[config.mk]
export PLATFORM = sky130hd
export DESIGN_NAME = operating_mode_sequencer
export DESIGN_NICKNAME = d
export VERILOG_FILES = /design/src/opmode_pkg.sv /design/src/operating_mode_sequencer.sv /design/src/sync2.sv /design/src/press_detect.sv
export SDC_FILE = /design/constraint.sdc
export NUM_CORES = 1
export LEC_CHECK = 0
export ABC_CLOCK_PERIOD_IN_PS = 3200
export BUFFER_PORTS_ARGS = -buffer_cell sky130_fd_sc_hd__buf_4
export CAP_MARGIN = 0
export CORE_ASPECT_RATIO = 0.6
export CORE_MARGIN = 4
export CORE_UTILIZATION = 40
export CTS_CLUSTER_DIAMETER = 40
export CTS_CLUSTER_SIZE = 16
export DETAILED_ROUTE_END_ITERATION = 8
export GPL_TIMING_DRIVEN = 0
export PLACE_DENSITY_LB_ADDON = 0.1
export SLEW_MARGIN = 0
export SYNTH_ARGS = -nofsm -noshare
export SYNTH_HDL_FRONTEND = slang
export SYNTH_SLANG_ARGS = --single-unit
[constraint.sdc]
create_clock -name core_clk_i -period 3.2 [get_ports core_clk_i]
set_clock_uncertainty 0.15 [all_clocks]
set_input_delay 0.8 -clock core_clk_i [delete_from_list [all_inputs] [get_ports core_clk_i]]
set_output_delay 0.8 -clock core_clk_i [all_outputs]
set_load 0.01 [all_outputs]
[src/opmode_pkg.sv]
// Purpose: shared types and constants for the operating mode sequencer
// Assumes: single 20 MHz core clock
// Notes: procedure detection widths are kept small and fixed
package opmode_pkg;

  // ==========================================================
  // operating modes
  typedef enum logic [3:0] {
    MODE_OFF       = 4'h1,
    MODE_ACTIVE    = 4'h2,
    MODE_CONNECTED = 4'h4,
    MODE_SLEEP     = 4'h8
  } op_mode_t;

  // ==========================================================
  // timing
  localparam int CLK_HZ = 20000000;
  // press on the power-on input that counts as a clean procedure, in us
  localparam int PRESS_US = 100;
  localparam int PRESS_CYC = (CLK_HZ / 1000000) * PRESS_US;
  localparam int PRESS_W = 12;
  // settle time spent in active before sleep is taken, in cycles
  localparam logic [3:0] SLEEP_HOLD_CYC = 4'h8;

  // ==========================================================
  // host events gathered together
  typedef struct packed {
    logic switch_off_command;
    logic power_saving_config_command;
    logic power_saving_value;
  } host_cmd_t;

  // rf side status gathered together
  typedef struct packed {
    logic conn_start;
    logic conn_pending;
    logic data_busy;
    logic conn_end;
  } rf_evt_t;

  // enables shown to the rest of the module
  typedef struct packed {
    logic core_ref_en;
    logic slow_ref_en;
    logic rf_en;
    logic app_if_en;
    logic host_data_rdy;
  } mode_out_t;

endpackage

[src/operating_mode_sequencer.sv]
// Purpose: operating mode state machine of the modem core
// Assumes: host commands and rf start, pending and end events are one-cycle pulses on core_clk_i; data_busy is a level
// Notes: power-on input is a pin, active low, synchronised here
`timescale 1ns/1ps

// How it works
// - power saving starts off; only the config command enables it.
// - off goes to active only after a clean power-on press.
// - sleep wakes to active on update timer expiry or power-on press.
// - active goes to off after a clean switch-off procedure.
// - active drops to sleep when allowed and power saving is on.
// - active goes connected on connection start or pending rf activity.
// - connected returns to active when the connection ends or suspends.
// - idle connected falls to active, then sleeps if power saving on.
// - rf need in sleep wakes to active first, then to connected.
// - active keeps application interfaces on whatever the power saving setting.
// - connected mode is ready for host data.
// - sleep keeps only slow reference; rf and interfaces off.
// - switch-off via off command or power-on press from active.
module operating_mode_sequencer
  import opmode_pkg::*;
(
  // clock and reset
  input wire logic core_clk_i,
  input wire logic rst_b_i,
  // host side
  input wire logic power_on_input_b_i,
  input wire host_cmd_t host_cmd_i,
  // rf and protocol side
  input wire rf_evt_t rf_evt_i,
  input wire logic update_timer_exp_i,
  input wire logic sleep_allowed_i,
  // status
  output op_mode_t mode_o,
  output mode_out_t mode_en_o,
  output logic power_saving_o
);

  // ==========================================================
  // reset release
  logic rst_meta_r;
  logic rst_sync_r;

  always_ff @(posedge core_clk_i or negedge rst_b_i) begin
    if (!rst_b_i) begin
      rst_meta_r <= 1'b0;
      rst_sync_r <= 1'b0;
    end else begin
      rst_meta_r <= 1'b1;
      rst_sync_r <= rst_meta_r;
    end
  end

  // ==========================================================
  // power-on input
  logic pwr_pressed_s;
  logic press_done;

  // pin is active low; invert before sync so the sync is plain
  sync2 u_pwr_sync (
    .clk_i(core_clk_i),
    .rst_b_i(rst_sync_r),
    .d_i(~power_on_input_b_i),
    .q_o(pwr_pressed_s)
  );

  press_detect u_press (
    .clk_i(core_clk_i),
    .rst_b_i(rst_sync_r),
    .pressed_i(pwr_pressed_s),
    .done_o(press_done)
  );

  // ==========================================================
  // power saving setting
  logic ps_en_r;

  always_ff @(posedge core_clk_i or negedge rst_sync_r) begin
    if (!rst_sync_r) begin
      ps_en_r <= 1'b0;
    end else if (host_cmd_i.power_saving_config_command) begin
      ps_en_r <= host_cmd_i.power_saving_value;
    end
  end

  // ==========================================================
  // pending rf need, latched while asleep or waking
  logic rf_want_r;
  logic rf_want_nxt;
  op_mode_t mode_r;
  op_mode_t mode_nxt;

  always_comb begin
    rf_want_nxt = rf_want_r;
    // a new rf need beats an end seen in the same cycle
    if (rf_evt_i.conn_end) begin
      rf_want_nxt = 1'b0;
    end
    if (mode_r == MODE_CONNECTED || mode_r == MODE_OFF) begin
      rf_want_nxt = 1'b0;
    end else if (rf_evt_i.conn_start || rf_evt_i.conn_pending) begin
      rf_want_nxt = 1'b1;
    end
  end

  always_ff @(posedge core_clk_i or negedge rst_sync_r) begin
    if (!rst_sync_r) begin
      rf_want_r <= 1'b0;
    end else begin
      rf_want_r <= rf_want_nxt;
    end
  end

  // ==========================================================
  // settle counter: active must be seen for a while before sleep,
  // so a just-woken device has a chance to serve the host
  logic [3:0] hold_r;

  always_ff @(posedge core_clk_i or negedge rst_sync_r) begin
    if (!rst_sync_r) begin
      hold_r <= 4'h0;
    end else if (mode_r != MODE_ACTIVE) begin
      hold_r <= 4'h0;
    end else if (hold_r != SLEEP_HOLD_CYC) begin
      hold_r <= hold_r + 4'h1;
    end
  end

  logic can_sleep;
  assign can_sleep = ps_en_r && sleep_allowed_i && !rf_want_r &&
                     (hold_r == SLEEP_HOLD_CYC);

  // ==========================================================
  // mode state machine
  always_comb begin
    mode_nxt = mode_r;
    unique case (mode_r)
      MODE_OFF: begin
        if (press_done) begin
          mode_nxt = MODE_ACTIVE;
        end
      end
      MODE_SLEEP: begin
        // rf need only wakes; connected comes from active next
        if (update_timer_exp_i || press_done || rf_want_r) begin
          mode_nxt = MODE_ACTIVE;
        end
      end
      MODE_ACTIVE: begin
        // switch-off has priority over any rf or sleep trigger
        if (host_cmd_i.switch_off_command || press_done) begin
          mode_nxt = MODE_OFF;
        end else if (rf_evt_i.conn_start || rf_evt_i.conn_pending ||
                     rf_want_r) begin
          mode_nxt = MODE_CONNECTED;
        end else if (can_sleep) begin
          mode_nxt = MODE_SLEEP;
        end
      end
      MODE_CONNECTED: begin
        if (rf_evt_i.conn_end || !rf_evt_i.data_busy) begin
          mode_nxt = MODE_ACTIVE;
        end
      end
      default: begin
        mode_nxt = MODE_OFF;
      end
    endcase
  end

  always_ff @(posedge core_clk_i or negedge rst_sync_r) begin
    if (!rst_sync_r) begin
      mode_r <= MODE_OFF;
    end else begin
      mode_r <= mode_nxt;
    end
  end

  // ==========================================================
  // mode outputs, registered from the next mode so they track mode_r
  mode_out_t en_r;
  mode_out_t en_nxt;

  always_comb begin
    en_nxt = '0;
    unique case (mode_nxt)
      MODE_ACTIVE: begin
        en_nxt.core_ref_en = 1'b1;
        en_nxt.slow_ref_en = 1'b1;
        en_nxt.app_if_en = 1'b1;
      end
      MODE_CONNECTED: begin
        en_nxt.core_ref_en = 1'b1;
        en_nxt.slow_ref_en = 1'b1;
        en_nxt.rf_en = 1'b1;
        en_nxt.app_if_en = 1'b1;
        en_nxt.host_data_rdy = 1'b1;
      end
      MODE_SLEEP: begin
        en_nxt.slow_ref_en = 1'b1;
      end
      default: begin
        en_nxt = '0;
      end
    endcase
  end

  always_ff @(posedge core_clk_i or negedge rst_sync_r) begin
    if (!rst_sync_r) begin
      en_r <= '0;
    end else begin
      en_r <= en_nxt;
    end
  end

  assign mode_o = mode_r;
  assign mode_en_o = en_r;
  assign power_saving_o = ps_en_r;

endmodule

[src/sync2.sv]
// Purpose: two flop synchroniser for a level
// Assumes: input is asynchronous to clk_i
// Notes: first flop feeds only the second
`timescale 1ns/1ps
module sync2
  import opmode_pkg::*;
(
  // clock and reset
  input wire logic clk_i,
  input wire logic rst_b_i,
  // data
  input wire logic d_i,
  output logic q_o
);
  logic meta_r;
  logic q_r;

  always_ff @(posedge clk_i or negedge rst_b_i) begin
    if (!rst_b_i) begin
      meta_r <= 1'b0;
      q_r <= 1'b0;
    end else begin
      meta_r <= d_i;
      q_r <= meta_r;
    end
  end

  assign q_o = q_r;
endmodule

[src/press_detect.sv]
// Purpose: recognises a clean press on the power-on input
// Assumes: input already synchronised, active high when pressed
// Notes: a press shorter than PRESS_CYC is ignored as a glitch
`timescale 1ns/1ps
module press_detect
  import opmode_pkg::*;
(
  // clock and reset
  input wire logic clk_i,
  input wire logic rst_b_i,
  // pin level and result
  input wire logic pressed_i,
  output logic done_o
);
  logic [PRESS_W-1:0] cnt_r;
  logic long_r;
  logic done_r;

  // ==========================================================
  // count held level, report on release so one press gives one pulse
  always_ff @(posedge clk_i or negedge rst_b_i) begin
    if (!rst_b_i) begin
      cnt_r <= '0;
      long_r <= 1'b0;
      done_r <= 1'b0;
    end else begin
      done_r <= 1'b0;
      if (pressed_i) begin
        if (cnt_r == PRESS_W'(PRESS_CYC - 1)) begin
          long_r <= 1'b1;
        end else begin
          cnt_r <= cnt_r + 1'b1;
        end
      end else begin
        done_r <= long_r;
        long_r <= 1'b0;
        cnt_r <= '0;
      end
    end
  end

  assign done_o = done_r;
endmodule

==> results of run 1 <==
cells in the final DEF, fill, tap and decap left out, drive strengths merged, types with 2 or more instances in the layout:
| cell type | synthesis | final |
|---|---|---|
| dfrtp | 30 | 30 |
| buf | 4 | 25 |
| nor2 | 9 | 9 |
| inv | 8 | 8 |
| nor3 | 8 | 8 |
| nand2 | 8 | 8 |
| clkbuf | 1 | 7 |
| xnor2 | 6 | 6 |
| and2 | 6 | 6 |
| or3 | 6 | 6 |
| a21oi | 5 | 5 |
| nor2b | 4 | 4 |
| nand4 | 4 | 4 |
| a21boi | 3 | 3 |
| o21ai | 3 | 3 |
| xor2 | 3 | 3 |
| ha | 3 | 3 |
| nor4 | 3 | 3 |
| nor3b | 2 | 2 |
| nand3 | 2 | 2 |
| mux2i | 2 | 2 |
| bufinv | 0 | 2 |
| or4b | 2 | 2 |
power by group through the flow:
stage	Combinational, W	Sequential [W]	Clock [W]
after detailed placement	0.000167	0.000463	0
after global routing	0.000184	0.000462	0.000483
after global placement	0.000166	0.000462	0
after CTS	0.000168	0.000456	0.000464
final	0.000166	0.000456	0.000454
after floorplan	0.0000855	0.000469	0
synthesized netlist by cell type (4+ instances only):
library cell,count,area (um2)
dfrtp_1,30,751
nor2_1,9,33.8
inv_1,8,30.0
nand2_1,8,30.0
nor3_1,8,40.0
and2_1,6,37.5
xnor2_1,6,52.6
a21oi_1,5,25.0
or3_1,5,31.3
nand4_1,4,25.0
nor2b_1,4,25.0
through the flow:
step / total power (W) / hold WS [ns] / setup WS (ns) / instances / area, um2
after global placement: 0.000628 / 0.182 / 1.06 / 203 / 1670
after CTS: 0.00109 / 0.126 / 1.03 / 211 / 1810
after detailed placement: 0.000630 / 0.187 / 1.04 / 203 / 1670
final: 0.00108 / 0.129 / 1.03 / 211 / 1810
after global routing: 0.00113 / 0.115 / 0.885 / 211 / 1810
after floorplan: 0.000555 / 0.181 / 1.13 / 137 / 1460
area by class of cell:
cell class	count	share of cell area, %
Buffer	5	1.94
Clock buffer	6	4.02
Clock inverter	2	3.32
Inverter	8	1.66
Multi-Input combinational cell	93	34.2
Sequential cell	31	43.0
Tap cell	45	3.12
Timing Repair Buffer	21	8.73
logic make-up (layout without fill, tap and decap cells):
| group | after synthesis | after routing | synth area share [%] |
|---|---|---|---|
| simple gates | 59 | 59 | 23.4 |
| compound gates | 18 | 18 | 8.57 |
| fa+ha+maj | 3 | 3 | 2.57 |
| flops | 31 | 31 | 53.2 |
| xor+xnor | 9 | 9 | 5.40 |
| buf+inv | 13 | 42 | 4.46 |
| other cells | 1 | 1 | 0.257 |
| mux | 3 | 3 | 2.14 |
flip-flops by register name, indices dropped and copies added, names as in the netlist:
| signal | flops |
|---|---|
| u_press.cnt_r | 12 |
| mode_en_o | 3 |
| u_pwr_sync.q_o | 1 |
| mode_o | 4 |
| power_saving_o | 1 |
| rf_want_r | 1 |
| u_press.long_r | 1 |
| u_press.done_o | 1 |
| u_pwr_sync.meta_r | 1 |
| rst_sync_r | 1 |
| rst_meta_r | 1 |
| hold_r | 4 |
metal layers:
metal	routed length, um	global-route usage, %
met1	1340	18.6
met4	51	7.11
met3	189	5.26
met2	1200	21.6
met5	0	0
path summary, 6_finish.rpt:
kind / startpoint / endpoint / slack (ns) / cells after the start
min in group core_clk_i: rst_meta_r / rst_sync_r / 0.21 / 0
worst min register to register: rst_meta_r / rst_sync_r / 0.21 / 0
max in group asynchronous: rst_sync_r / mode_en_o[0] / 1.88 / 0
worst max-delay path: u_press.cnt_r[0] / u_press.cnt_r[1] / 1.03 / 5
worst max register to register: u_press.cnt_r[0] / u_press.cnt_r[1] / 1.03 / 5
worst min-delay path: rst_b_i / rst_meta_r / 0.13 / 1
==> results.toml, run 1 <==
[synth]
yosysSeqAreaShare_pct = 53.2
synth_cells = 137
ys_types = 42
synth_warnings = 0
async_reset_ff_share_pct = 100
synth_area_um2 = 1460
syn_nets = 152
synth.ff_latch_count = 31
synth_top_flop_cell = "dfrtp_1"
synth_edf_count = 0
avgSynthCellArea_um2 = 10.7

[final_layout]
area_delta_synth_final_pct = 23.7
layout.nets = 180
n_fill_cell = 312
regArea_um2 = 777
fin_util_pct = 53.4
n_antenna_cell = 0
multi_input_area_um2 = 618
drive_gt1_share_pct = 24.7

[routing]
wl_per_cell_um = 13.2
drtPass1Iterations = 4
vias = 1070
drc = 0
postRouteAntennaNets = 0
vias_per_cell = 5.07
drt_iter0_markers = 83
drt-total-wl_um = 2780

[clock_network]
root_buffer = "clkbuf_8"
cts-resized-gates = 0
postCtsSetupRepairBufs = 0
htreeDepth = 2
cts.sinks = 31
cts_buffer_depth = 2
cts_tree = "yes"
path_clk_slew_ns = 0.07
numCtsBuffers = 5
cts_hold_buf = 0
clk_latency_ns = 0.29

[power]
power_switching_w = 0.000247
p_leak_nw = 0.818
pwr-share-comb_pct = 15.5
intPower_w = 0.000830
p_sw_share_pct = 22.9
seq_power_share_pct = 42.4
clockPowerShare_pct = 42.2
ir_drop_v = 0.000320
power_density_nw_per_um2 = 596

[global_route]
overflow = 0
grtUsageTotal_pct = 14.4
grt_pass1_wl_um = 4920
grt_pass1_vias = 1082
grt_max_degree = 30
antenna_found_initial = 0

[timing]
maxSlewHeadroom_pct = 24.3
final-setup-viol-count = 0
finalCritPeriodShare_pct = 67.7
timing.setup.tns_ns = 0
finalHoldViolations = 0
worst_slew_pin_slew_ns = 1.14
period_minus_slack_ns = 2.17
rsz0062_at_grt = "false"
slew_viol_final = 0
max_freq_mhz = 462

[critical_path]
end_kind = "flop"
critPathSlowestCell = "nor4_2"
arrival_ns = 2.19
crit_type = "flop to flop"
start_kind = "flop"
required_ns = 3.23
crit_chain = "ha_1 > nand3_1 > nor4_2 > mux2i_1 > nor2b_1"
critPathBufInv = 0
worstPathMaxFanout = 8
cpPeakStageDelay_ns = 0.68
cp_top_family = "simple AND/OR/NAND/NOR gates"

[placement]
globalplace.congestion = 0.790
place.port_buffers = 21
hpwl_um = 2040

[worst_hold_path]
hp-class = "input pin to async pin"

[floorplanning]
start_util_pct = 43.2
fp.dieH_um = 54.8
core_um2 = 3380
ios = 22
die-area_um2 = 4710
die_w_um = 86
rows = 16

[job]
maxCapViolations = 0

[outcome]
status = "finished clean"
No activity file was read; power rests on OpenSTA's default activity.
==> run 2: changes to the inputs <==
ABC_CLOCK_PERIOD_IN_PS = 2000   (was 3200)
clock period = 2 ns   (was 3.2 ns; I/O delays follow)
==> run 2 against run 1 <==
Effect of this change:
- total power is 34% higher
- non-clock buffer count up 5
- sequential share of layout area down 0.18 points
- register-to-register slack worse by 1.0 ns
- die area unchanged
- sequential cell count did not move
- highest routed layer unchanged
- utilization is 0.48 points higher
- wire length increased by 6.4%
- via count barely moved
- cell area up 0.90%
- first-iteration DRC count unchanged
- maximum frequency grew 9.0%
==> results.toml, run 2 (synthesized netlist as in run 1, its figures left out) <==
[placement]
place_inst = 203
hpwl_um = 2120
place.port_buffers = 21
post_dp_cell_area_um2 = 1680
dp_slack_ns = -0.199
globalplace.congestion = 0.805

[power]
ir_drop_v = 0.000422
power_density_nw_per_um2 = 794
power.total_w = 0.00145
p_leak_nw = 0.816

[global_route]
use_met3_pct = 5.26
use_met1_pct = 18.4
grt_max_degree = 30
grtUsageTotal_pct = 14.5
overflow = 0
use_met2_pct = 23.3
grt-busiest-layer = "met2"
antenna_found_initial = 0
grt_pass1_wl_um = 5000
grt_pass1_vias = 1083

[final_layout]
final_common_cell = "buf_4"
final_area_um2 = 1820
area_delta_synth_final_pct = 24.9
layout.nets = 185
final_cell_mix = "buf_4 (29), dfrtp_1 (27), nor2_1 (9)"
drive_gt1_share_pct = 28.7
largest-register = "u_press.cnt_r"
n_antenna_cell = 0
layoutNonFillerInstCount = 216
largest_reg_flops = 12

[worst_hold_path]
hp-class = "input pin to flop"
worstHoldStart = "power_on_input_b_i"

[timing]
finalHoldViolations = 0
finalCritPeriodShare_pct = 99.4
setup_ws_ns = 0.0122
maxSlewHeadroom_pct = 25.7
max_freq_mhz = 503
worst_slew_pin_slew_ns = 1.12
final-setup-viol-count = 0
period_minus_slack_ns = 1.99
slew_viol_final = 0
timing.setup.tns_ns = 0
rsz0062_at_grt = "true"

[floorplanning]
die-area_um2 = 4710
die_w_um = 86
start_util_pct = 43.2
fp.dieH_um = 54.8
core_um2 = 3380
ios = 22
rows = 16

[clock_network]
htreeDepth = 2
numCtsBuffers = 5
cts_tree = "yes"
path_clk_slew_ns = 0.06
cts_buffer_depth = 2
clk_latency_ns = 0.27
root_buffer = "clkbuf_8"
cts.sinks = 31

[job]
maxCapViolations = 0

[routing]
drt-total-wl_um = 2960
vias_per_cell = 4.96
drc = 0
drt_iter0_markers = 83
drtPass1Iterations = 4
postRouteAntennaNets = 0
vias = 1071
wl_per_cell_um = 13.7

[critical_path]
arrival_ns = 2.00
r2r.worst_path.cells = 4
crit_type = "flop to flop"
required_ns = 2.01
reg2reg_slack_ns = 0.01
start_kind = "flop"
worstPathMaxFanout = 2
r2r_start = "mode_o[3]"
crit_end = "mode_en_o[1]"
end_kind = "flop"
startpoint = "mode_o[3]"
r2r-end = "mode_en_o[1]"

[outcome]
status = "finished clean"
[run 2: how the worst min path moves through the flow]
stage,depth (start not counted),to,slack [ns]
final,2,u_pwr_sync.meta_r,0.21
after floorplan,0,rst_meta_r,0.05
after detailed placement,1,rst_meta_r,0.13
after global routing,2,u_pwr_sync.meta_r,0.20
after CTS,2,u_pwr_sync.meta_r,0.20
after global placement,1,rst_meta_r,0.13
[run 2: metal layers]
metal,share of wire (%),vias up
li1,-,540
met1,47,501
met5,0,-
met4,0.51,0
met3,6.8,4
met2,45,26
[run 2: final cells by class]
class                      count  area [um2]
tap                           45        56.3
multi-input combinational     93         643
inverter                       8        30.0
clock buffer                   7        76.3
sequential                    31         781
fill                         307        1560
buffer                         3        18.8
timing repair buffer          28         213
clock inverter                 1        5.00
[run 2: per-stage QoR]
stage,util (%),hold slack (ns)
floorplan,-,0.0544
detailed placement,49.7,0.134
finish,53.9,0.207
CTS,53.4,0.201
global route,53.9,0.203
global placement,49.7,0.132
[run 2: power breakdown]
group / total [W] / switching, W / internal, W
Clock: 0.000459 / 0.000215 / 0.000244
Combinational: 0.000238 / 0.000102 / 0.000136
Sequential: 0.000750 / 0.0000671 / 0.000683
Total: 0.00145 / 0.000384 / 0.00106
[run 2: repair_timing]
action                                  in CTS  in global routing
hold buffers                                 1                  0
gates resized for setup                      4                  1
hold endpoints to repair                     2                  0
setup buffers                                3                  3
pin swaps                                    1                  4
cloned                                       0                  0
endpoints found under the setup margin       7                  3
[run 2: worst max-delay path: stages (launching register included)]
cell	delay, ns
dfrtp_2	0.40
or4b_4	0.54
or4b_4	0.58
o22ai_4	0.15
nor2_1	0.06
